File: src/shared/lvs_pkg.sv
// shared constants and types for the four-channel linear regulator control
package lvs_pkg;
   localparam int NUM_CHAN = 4;
   localparam int CODE_W = 4;
   localparam int MV_W = 13;
   localparam int HW_CHAN = 1;
   localparam logic ENABLE_RST = 1'b0;
   localparam logic ILIM_RST = 1'b0;
   localparam logic OUT_RST = 1'b0;
   localparam logic PULL_DOWN_RST = 1'b1;
   localparam logic [CODE_W-1:0] CODE_RST = 4'h0;

   // system state handed over by the power sequencer
   typedef enum logic [1:0] {
      LVS_SYS_OFF,
      LVS_SYS_RUN,
      LVS_SYS_SLEEP,
      LVS_SYS_QUICK_POWERUP_OFF_STATE
   } lvs_sys_state_e;

   // field written by a software write strobe
   typedef enum logic [2:0] {
      LVS_FLD_ACTIVE_EN,
      LVS_FLD_SLEEP_EN,
      LVS_FLD_ACTIVE_CODE,
      LVS_FLD_SLEEP_CODE,
      LVS_FLD_ILIM_EN
   } lvs_field_e;

   // output voltage in millivolts per code
   localparam logic [MV_W-1:0] MV_0000 = 13'h05dc;
   localparam logic [MV_W-1:0] MV_0001 = 13'h0640;
   localparam logic [MV_W-1:0] MV_0010 = 13'h0708;
   localparam logic [MV_W-1:0] MV_0011 = 13'h073a;
   localparam logic [MV_W-1:0] MV_0100 = 13'h0866;
   localparam logic [MV_W-1:0] MV_0101 = 13'h09c4;
   localparam logic [MV_W-1:0] MV_0110 = 13'h0af0;
   localparam logic [MV_W-1:0] MV_0111 = 13'h0bb8;
   localparam logic [MV_W-1:0] MV_1000 = 13'h0c1c;
   localparam logic [MV_W-1:0] MV_1001 = 13'h0c4e;
   localparam logic [MV_W-1:0] MV_1010 = 13'h0c80;
   localparam logic [MV_W-1:0] MV_1011 = 13'h0ce4;
   localparam logic [MV_W-1:0] MV_1100 = 13'h0d16;
   localparam logic [MV_W-1:0] MV_1101 = 13'h0672;
   localparam logic [MV_W-1:0] MV_1110 = 13'h06a4;
   localparam logic [MV_W-1:0] MV_1111 = 13'h1388;
endpackage

File: src/rtl/lvs_volt_decode.sv
// voltage code to millivolt lookup
`timescale 1ns/10ps
module lvs_volt_decode
(
   input wire logic [lvs_pkg::CODE_W-1:0] code,
   output logic [lvs_pkg::MV_W-1:0] millivolts
);
   always_comb
   begin
      case (code)
         4'h0: millivolts = lvs_pkg::MV_0000;
         4'h1: millivolts = lvs_pkg::MV_0001;
         4'h2: millivolts = lvs_pkg::MV_0010;
         4'h3: millivolts = lvs_pkg::MV_0011;
         4'h4: millivolts = lvs_pkg::MV_0100;
         4'h5: millivolts = lvs_pkg::MV_0101;
         4'h6: millivolts = lvs_pkg::MV_0110;
         4'h7: millivolts = lvs_pkg::MV_0111;
         4'h8: millivolts = lvs_pkg::MV_1000;
         4'h9: millivolts = lvs_pkg::MV_1001;
         4'ha: millivolts = lvs_pkg::MV_1010;
         4'hb: millivolts = lvs_pkg::MV_1011;
         4'hc: millivolts = lvs_pkg::MV_1100;
         4'hd: millivolts = lvs_pkg::MV_1101;
         4'he: millivolts = lvs_pkg::MV_1110;
         default: millivolts = lvs_pkg::MV_1111;
      endcase
   end
endmodule

File: src/rtl/lvs_chan_mode.sv
// per-channel operating mode from state, enable and fused option
`timescale 1ns/10ps
module lvs_chan_mode
(
   input wire lvs_pkg::lvs_sys_state_e sysState,
   input wire logic chanSwitchEnable,
   input wire logic fusedPassSwitchOption,
   input wire logic switchCurrentLimitEnable,
   input wire logic tryBeforeBuyEnable,
   output logic outOn,
   output logic outRegulate,
   output logic outPassThrough,
   output logic outPullDown,
   output logic outWeakPullDown,
   output logic outCurrentLimit
);
   wire logic quickOff;

   // weak pull-down replaces the normal one only in quick power-up off
   assign quickOff = tryBeforeBuyEnable && (sysState == lvs_pkg::LVS_SYS_QUICK_POWERUP_OFF_STATE);
   assign outOn = chanSwitchEnable;
   assign outRegulate = chanSwitchEnable && !fusedPassSwitchOption;
   assign outPassThrough = chanSwitchEnable && fusedPassSwitchOption;
   assign outPullDown = !chanSwitchEnable && !quickOff;
   assign outWeakPullDown = !chanSwitchEnable && quickOff;
   assign outCurrentLimit = outPassThrough && switchCurrentLimitEnable;
endmodule

File: src/rtl/lvs_ldo_ctrl.sv
// control for four linear regulator channels: enables, voltage codes, modes
// Operation
// channel is off in run state when its run enable bit is 0.
// channel is off in standby state when its standby enable bit is 0.
// power-up sequence sets both enables for members, clears them otherwise.
// disabled channel is off with output pull-down, regardless of fused option.
// enabled channel regulates, or acts as load switch when option fused.
// run-state output voltage comes from the four-bit run code.
// standby output voltage comes from the separate four-bit standby code.
// power-up loads both codes from each channel's fused default code.
// code decodes to fixed table from 1.5 V to 5.0 V.
// second channel may follow hardware enable and voltage select pins.
// fused load-switch option passes input straight to output.
// in load-switch mode the channel enable opens or closes switch.
// enabled load switch is current limited only when limit bit is 1.
// try-before-buy in quick power-up off selects weaker pull-down.
// outputs follow enable and code of current state, updating on change.
`timescale 1ns/10ps
module lvs_ldo_ctrl
#(
   parameter int NUM_CHAN = lvs_pkg::NUM_CHAN
)
(
   input wire logic clk,
   input wire logic reset,
   input wire lvs_pkg::lvs_sys_state_e sysState,
   input wire logic powerUpLoadCodes,
   input wire logic powerUpSequence,
   input wire logic [NUM_CHAN-1:0] seqMember,
   input wire logic [NUM_CHAN-1:0] fusedPassSwitchOption,
   input wire logic [NUM_CHAN*lvs_pkg::CODE_W-1:0] fusedDefaultVoltageCode,
   input wire logic fusedHwSecondChanControl,
   input wire logic tryBeforeBuyEnable,
   input wire logic hwSecondChanEnablePin,
   input wire logic hwVoltageChoicePin,
   input wire logic swWrite,
   input wire logic [1:0] swChan,
   input wire lvs_pkg::lvs_field_e swField,
   input wire logic [lvs_pkg::CODE_W-1:0] swData,
   output logic [NUM_CHAN-1:0] chanActiveStateEnable,
   output logic [NUM_CHAN-1:0] chanSleepStateEnable,
   output logic [NUM_CHAN-1:0] switchCurrentLimitEnable,
   output logic [NUM_CHAN*lvs_pkg::CODE_W-1:0] chanActiveVoltageCode,
   output logic [NUM_CHAN*lvs_pkg::CODE_W-1:0] chanSleepVoltageCode,
   output logic [NUM_CHAN-1:0] chanOn,
   output logic [NUM_CHAN-1:0] chanRegulate,
   output logic [NUM_CHAN-1:0] chanPassThrough,
   output logic [NUM_CHAN-1:0] chanPullDown,
   output logic [NUM_CHAN-1:0] chanWeakPullDown,
   output logic [NUM_CHAN-1:0] chanCurrentLimit,
   output logic [NUM_CHAN*lvs_pkg::CODE_W-1:0] chanVoltCode,
   output logic [NUM_CHAN*lvs_pkg::MV_W-1:0] chanMillivolts
);
   localparam int CW = lvs_pkg::CODE_W;
   localparam int MW = lvs_pkg::MV_W;

   wire logic inRun;
   wire logic inSleep;

   assign inRun = (sysState == lvs_pkg::LVS_SYS_RUN);
   assign inSleep = (sysState == lvs_pkg::LVS_SYS_SLEEP);

   genvar gi;
   generate
      for (gi = 0; gi < NUM_CHAN; gi = gi + 1)
      begin : g_chan
         logic activeEn_r;
         logic activeEn_nxt;
         logic sleepEn_r;
         logic sleepEn_nxt;
         logic ilimEn_r;
         logic ilimEn_nxt;
         logic [CW-1:0] activeCode_r;
         logic [CW-1:0] activeCode_nxt;
         logic [CW-1:0] sleepCode_r;
         logic [CW-1:0] sleepCode_nxt;
         logic on_r;
         logic regulate_r;
         logic pass_r;
         logic pullDown_r;
         logic weakPullDown_r;
         logic curLimit_r;
         logic [CW-1:0] code_r;
         logic [MW-1:0] mv_r;
         wire logic hit;
         wire logic hwCtrl;
         wire logic swEnable;
         wire logic selEnable;
         wire logic [CW-1:0] swCode;
         wire logic [CW-1:0] selCode;
         wire logic [MW-1:0] selMv;
         wire logic modeOn;
         wire logic modeReg;
         wire logic modePass;
         wire logic modePd;
         wire logic modeWeakPd;
         wire logic modeIlim;

         assign hit = swWrite && (swChan == 2'(gi));

         // sequencer and fuse loads beat a software write in the same cycle
         assign activeEn_nxt = powerUpSequence ? seqMember[gi] :
            (hit && swField == lvs_pkg::LVS_FLD_ACTIVE_EN) ? swData[0] : activeEn_r;
         assign sleepEn_nxt = powerUpSequence ? seqMember[gi] :
            (hit && swField == lvs_pkg::LVS_FLD_SLEEP_EN) ? swData[0] : sleepEn_r;
         assign ilimEn_nxt = (hit && swField == lvs_pkg::LVS_FLD_ILIM_EN) ? swData[0] : ilimEn_r;
         assign activeCode_nxt = powerUpLoadCodes ? fusedDefaultVoltageCode[gi*CW +: CW] :
            (hit && swField == lvs_pkg::LVS_FLD_ACTIVE_CODE) ? swData : activeCode_r;
         assign sleepCode_nxt = powerUpLoadCodes ? fusedDefaultVoltageCode[gi*CW +: CW] :
            (hit && swField == lvs_pkg::LVS_FLD_SLEEP_CODE) ? swData : sleepCode_r;

         // pin control only exists on the second channel; the enable pin counts only in run or standby, the voltage pin in every state
         assign hwCtrl = (gi == lvs_pkg::HW_CHAN) && fusedHwSecondChanControl;
         assign swEnable = (inRun && activeEn_r) || (inSleep && sleepEn_r);
         assign selEnable = hwCtrl ? (hwSecondChanEnablePin && (inRun || inSleep)) : swEnable;
         assign swCode = inSleep ? sleepCode_r : activeCode_r;
         assign selCode = hwCtrl ? (hwVoltageChoicePin ? sleepCode_r : activeCode_r) : swCode;

         lvs_chan_mode u_mode
         (
            .sysState(sysState),
            .chanSwitchEnable(selEnable),
            .fusedPassSwitchOption(fusedPassSwitchOption[gi]),
            .switchCurrentLimitEnable(ilimEn_r),
            .tryBeforeBuyEnable(tryBeforeBuyEnable),
            .outOn(modeOn),
            .outRegulate(modeReg),
            .outPassThrough(modePass),
            .outPullDown(modePd),
            .outWeakPullDown(modeWeakPd),
            .outCurrentLimit(modeIlim)
         );

         lvs_volt_decode u_dec
         (
            .code(selCode),
            .millivolts(selMv)
         );

         always_ff @(posedge clk)
         begin
            if (reset)
            begin
               activeEn_r <= lvs_pkg::ENABLE_RST;
               sleepEn_r <= lvs_pkg::ENABLE_RST;
               ilimEn_r <= lvs_pkg::ILIM_RST;
               activeCode_r <= lvs_pkg::CODE_RST;
               sleepCode_r <= lvs_pkg::CODE_RST;
            end
            else
            begin
               activeEn_r <= activeEn_nxt;
               sleepEn_r <= sleepEn_nxt;
               ilimEn_r <= ilimEn_nxt;
               activeCode_r <= activeCode_nxt;
               sleepCode_r <= sleepCode_nxt;
            end
         end

         // registered outputs lag the state and bits by one cycle
         always_ff @(posedge clk)
         begin
            if (reset)
            begin
               on_r <= lvs_pkg::OUT_RST;
               regulate_r <= lvs_pkg::OUT_RST;
               pass_r <= lvs_pkg::OUT_RST;
               pullDown_r <= lvs_pkg::PULL_DOWN_RST;
               weakPullDown_r <= lvs_pkg::OUT_RST;
               curLimit_r <= lvs_pkg::OUT_RST;
               code_r <= lvs_pkg::CODE_RST;
               mv_r <= lvs_pkg::MV_0000;
            end
            else
            begin
               on_r <= modeOn;
               regulate_r <= modeReg;
               pass_r <= modePass;
               pullDown_r <= modePd;
               weakPullDown_r <= modeWeakPd;
               curLimit_r <= modeIlim;
               code_r <= selCode;
               mv_r <= selMv;
            end
         end

         assign chanActiveStateEnable[gi] = activeEn_r;
         assign chanSleepStateEnable[gi] = sleepEn_r;
         assign switchCurrentLimitEnable[gi] = ilimEn_r;
         assign chanActiveVoltageCode[gi*CW +: CW] = activeCode_r;
         assign chanSleepVoltageCode[gi*CW +: CW] = sleepCode_r;
         assign chanOn[gi] = on_r;
         assign chanRegulate[gi] = regulate_r;
         assign chanPassThrough[gi] = pass_r;
         assign chanPullDown[gi] = pullDown_r;
         assign chanWeakPullDown[gi] = weakPullDown_r;
         assign chanCurrentLimit[gi] = curLimit_r;
         assign chanVoltCode[gi*CW +: CW] = code_r;
         assign chanMillivolts[gi*MW +: MW] = mv_r;
      end
   endgenerate
endmodule

File: config.mk
export PLATFORM = sky130hd
export DESIGN_NAME = lvs_ldo_ctrl
export DESIGN_NICKNAME = d
export VERILOG_FILES = /design/src/shared/lvs_pkg.sv /design/src/rtl/lvs_volt_decode.sv /design/src/rtl/lvs_chan_mode.sv /design/src/rtl/lvs_ldo_ctrl.sv
export SDC_FILE = /design/constraint.sdc
export NUM_CORES = 1
export LEC_CHECK = 0
export ABC_AREA = 1
export BUFFER_PORTS_ARGS = -buffer_cell sky130_fd_sc_hd__buf_2
export CORE_MARGIN = 5
export CORE_UTILIZATION = 56
export DETAILED_ROUTE_END_ITERATION = 8
export GPL_TIMING_DRIVEN = 0
export HOLD_SLACK_MARGIN = 0.06
export PLACE_DENSITY = 0.85
export SLEW_MARGIN = 20
export SYNTH_ARGS = -nofsm -noshare
export SYNTH_HDL_FRONTEND = slang
export SYNTH_SLANG_ARGS = --single-unit
export TNS_END_PERCENT = 20
File: constraint.sdc
create_clock -name clk -period 5.85 [get_ports clk]
set_input_delay 1.17 -clock clk [delete_from_list [all_inputs] [get_ports clk]]
set_output_delay 1.17 -clock clk [all_outputs]
set_load 0.01 [all_outputs]
==> flow_summary.toml <==
[outcome]
status = "complete, no violations"

[setup_path]
crit_chain = "buf_2 -> inv_1 -> ha_1 -> clkbuf_2 -> inv_1 -> nand2_1 -> nand3_1 -> o21ai_1 -> ha_1 -> inv_1 -> nand2_1 -> o21ai_0 -> a22oi_1"
startpoint_type = "primary input"
worstPathRequired_ns = 6.29
critPathArrivalTime_ns = 3.09
path_buf_inv = 5
cp_common_cell = "inv_1"
end_kind = "flop"
slowest_delay_ns = 0.36
path_delay_family = "buffers and inverters"
criticalPathCategory = "primary input to flop"
crit_slowest_cell = "o21ai_1"
crit_path_max_fanout = 8

[timing]
finalSetupTns_ns = 0
period_share_pct = 45.29
rsz0062_at_grt = "false"
skew_ns = 0.007520
tightest_slew_ns = 0.7550
relSlewSlack_pct = 49.66
drv_slew = 0
setup_viol = 0
hold_violations = 0
max_freq_mhz = 377.4
period_needed_ns = 2.649

[floorplan]
die_area_um2 = 13350
die_h_um = 115.5
coreArea_um2 = 10890
io_pins = 180
die_w_um = 115.5
start_util_pct = 57.27
std_cell_rows = 38

[grt]
grt_pass1_vias = 5624
grt.total_usage_pct = 25.97
grt_max_degree = 17
antenna_found_initial = 2
grt-ovfl-total = 0
grt_first_pass_wirelength_mm = 27.36

[cells_and_area]
final_nets = 1096
synthToLayoutAreaGrowth_pct = 27.03
nFillCells = 873
regArea_um2 = 2643
instances_no_fill = 1176
multi_input_area_um2 = 2808
drive_above_1_share_pct = 28.56
layout_commonest_cell = "nand2_1"
final_util_pct = 72.75
final_cell_mix = "178 x nand2_1, 176 x buf_2, 132 x dfxtp_1"

[routing]
wl_per_cell_um = 14.66
ant_nets = 0
drt_iter0_drc = 491
wl_mm = 17.24
drc_errors = 0
vias_per_cell = 5.140
vias = 6045
dr.pass1.iters = 5

[power]
p_per_area_nw_per_um2 = 322.2
irDropWorstVdd_mv = 0.1905
power_uw = 2552
p_leak_uw = 0.004159

[clock_tree]
cts_tree = "built"
cts.sink_count = 132
ctsHoldBuffers = 0
numCtsBuffers = 17
clk_latency_ns = 0.52
post_cts_resized = 0
clockBufferDepth = 2
path_clk_slew_ns = 0.06
cts_setup_buffers = 0
htreeDepth = 4
cts-root-buf = "clkbuf_8"

[yosys]
ys_warn_count = 0
synth_area_leaders = "dfxtp_1 42%, nand2_1 11%, ha_1 6.4%, nor2_1 6.3%, o21ai_0 5.3%"
async_flop_share_pct = 0
synth_edf_count = 0
ys.flop_type = "dfxtp_1"
synth.distinct_cells = 40
synth.avg_cell_area_um2 = 7.550
synth_top_area_share_pct = 42.38
synth_top_cell_by_area = "dfxtp_1"
netlist_instances = 826
synth_seq_cells = 132
synth_area_um2 = 6236
ys_seq_area_share_pct = 42.38

[placed_design]
portBuffers = 172
gp_congestion = 0.9558
dp_cells = 1141
dp_hpwl_mm = 12.94

[flow_run]
max_cap_violations = 0

[min_path]
min_path_type = "flop to flop"
[power by group]
part | internal, uW | total [uW] | switching, uW
sequential | 968 | 997 | 29.0
clock | 727 | 1120 | 394
combinational | 161 | 435 | 275
total | 1860 | 2550 | 697
[logic make-up after synthesis]
family,after synthesis,share of synthesized area (%)
adders and majority gates,32,6.420
DFF,132,42.38
AOI/OAI and AO/OA,148,14.21
other,1,0.06013
and+or+nand+nor,358,24.16
buffers and inverters,155,12.78
[metrics by stage]
stage               setup slack, ns  hold slack [ns]  cell area [um2]
floorplan                     3.164           0.4184             6247
global placement              2.771           0.4580             7283
detailed placement            2.712           0.4644             7283
CTS                           3.248           0.4835             7914
global route                  2.989           0.5212             7921
finish                        3.201           0.4837             7921
[cells in the mapped netlist, types with 3 or more instances]
| cell | n |
|---|---|
| a211oi_1 | 3 |
| a21o_1 | 3 |
| a21oi_1 | 27 |
| buf_1 | 3 |
| buf_2 | 4 |
| buf_4 | 41 |
| buf_6 | 5 |
| clkbuf_1 | 6 |
| dfxtp_1 | 132 |
| ha_1 | 32 |
| inv_1 | 83 |
| inv_2 | 9 |
| nand2_1 | 178 |
| nand2_2 | 7 |
| nand2_4 | 3 |
| nand3_1 | 44 |
| nand4_1 | 3 |
| nor2_1 | 104 |
| nor2_2 | 3 |
| nor2_4 | 3 |
| nor3_1 | 8 |
| nor3b_1 | 3 |
| o211a_1 | 3 |
| o211ai_1 | 10 |
| o21ai_0 | 66 |
| o21ai_1 | 15 |
| o21ai_2 | 7 |
| o21ai_4 | 3 |
| o21bai_1 | 3 |
[area by class of cell]
type | count | area share [%]
Antenna cell | 3 | 0.09477
Buffer | 62 | 5.655
Clock buffer | 20 | 5.749
Clock inverter | 12 | 2.211
Inverter | 93 | 4.407
Multi-Input combinational cell | 542 | 35.44
Sequential cell | 132 | 33.36
Tap cell | 140 | 2.211
Timing Repair Buffer | 172 | 10.87
[worst min-delay path: cells and delay by family, from the launching register on]
kind	cells	cell delay (ns)
DFF	1	0.31
buffers and inverters	1	0.07
AOI/OAI and AO/OA	1	0.06
[path summary, 6_finish.rpt]
path,startpoint,to,slack [ns],cells after the start
max reg2reg,g_chan[1].sleepCode_r[1],g_chan[1].mv_r[7],4.09,8
max,sysState[0],g_chan[1].mv_r[7],3.20,13
min reg2reg,g_chan[2].sleepEn_r,g_chan[2].sleepEn_r,0.48,2
min,g_chan[2].sleepEn_r,g_chan[2].sleepEn_r,0.48,2
[routing by layer]
metal | up-vias | routed length, um | global-route usage (%)
li1 | 2998 | - | -
met1 | 2723 | 7080 | 32.00
met2 | 279 | 8179 | 44.68
met3 | 45 | 1390 | 5.013
met4 | 0 | 588 | 10.49
met5 | - | 0 | 0
[state kept, by name, indices dropped and copies added (netlist names)]
name and flops:
g_chan.activeCode_r 16, g_chan.activeEn_r 4, g_chan.code_r 16, g_chan.curLimit_r 4, g_chan.ilimEn_r 4, g_chan.mv_r 48
g_chan.on_r 4, g_chan.pass_r 4, g_chan.pullDown_r 4, g_chan.regulate_r 4, g_chan.sleepCode_r 16, g_chan.sleepEn_r 4
g_chan.weakPullDown_r 4
(Power assumes the default switching activity.)
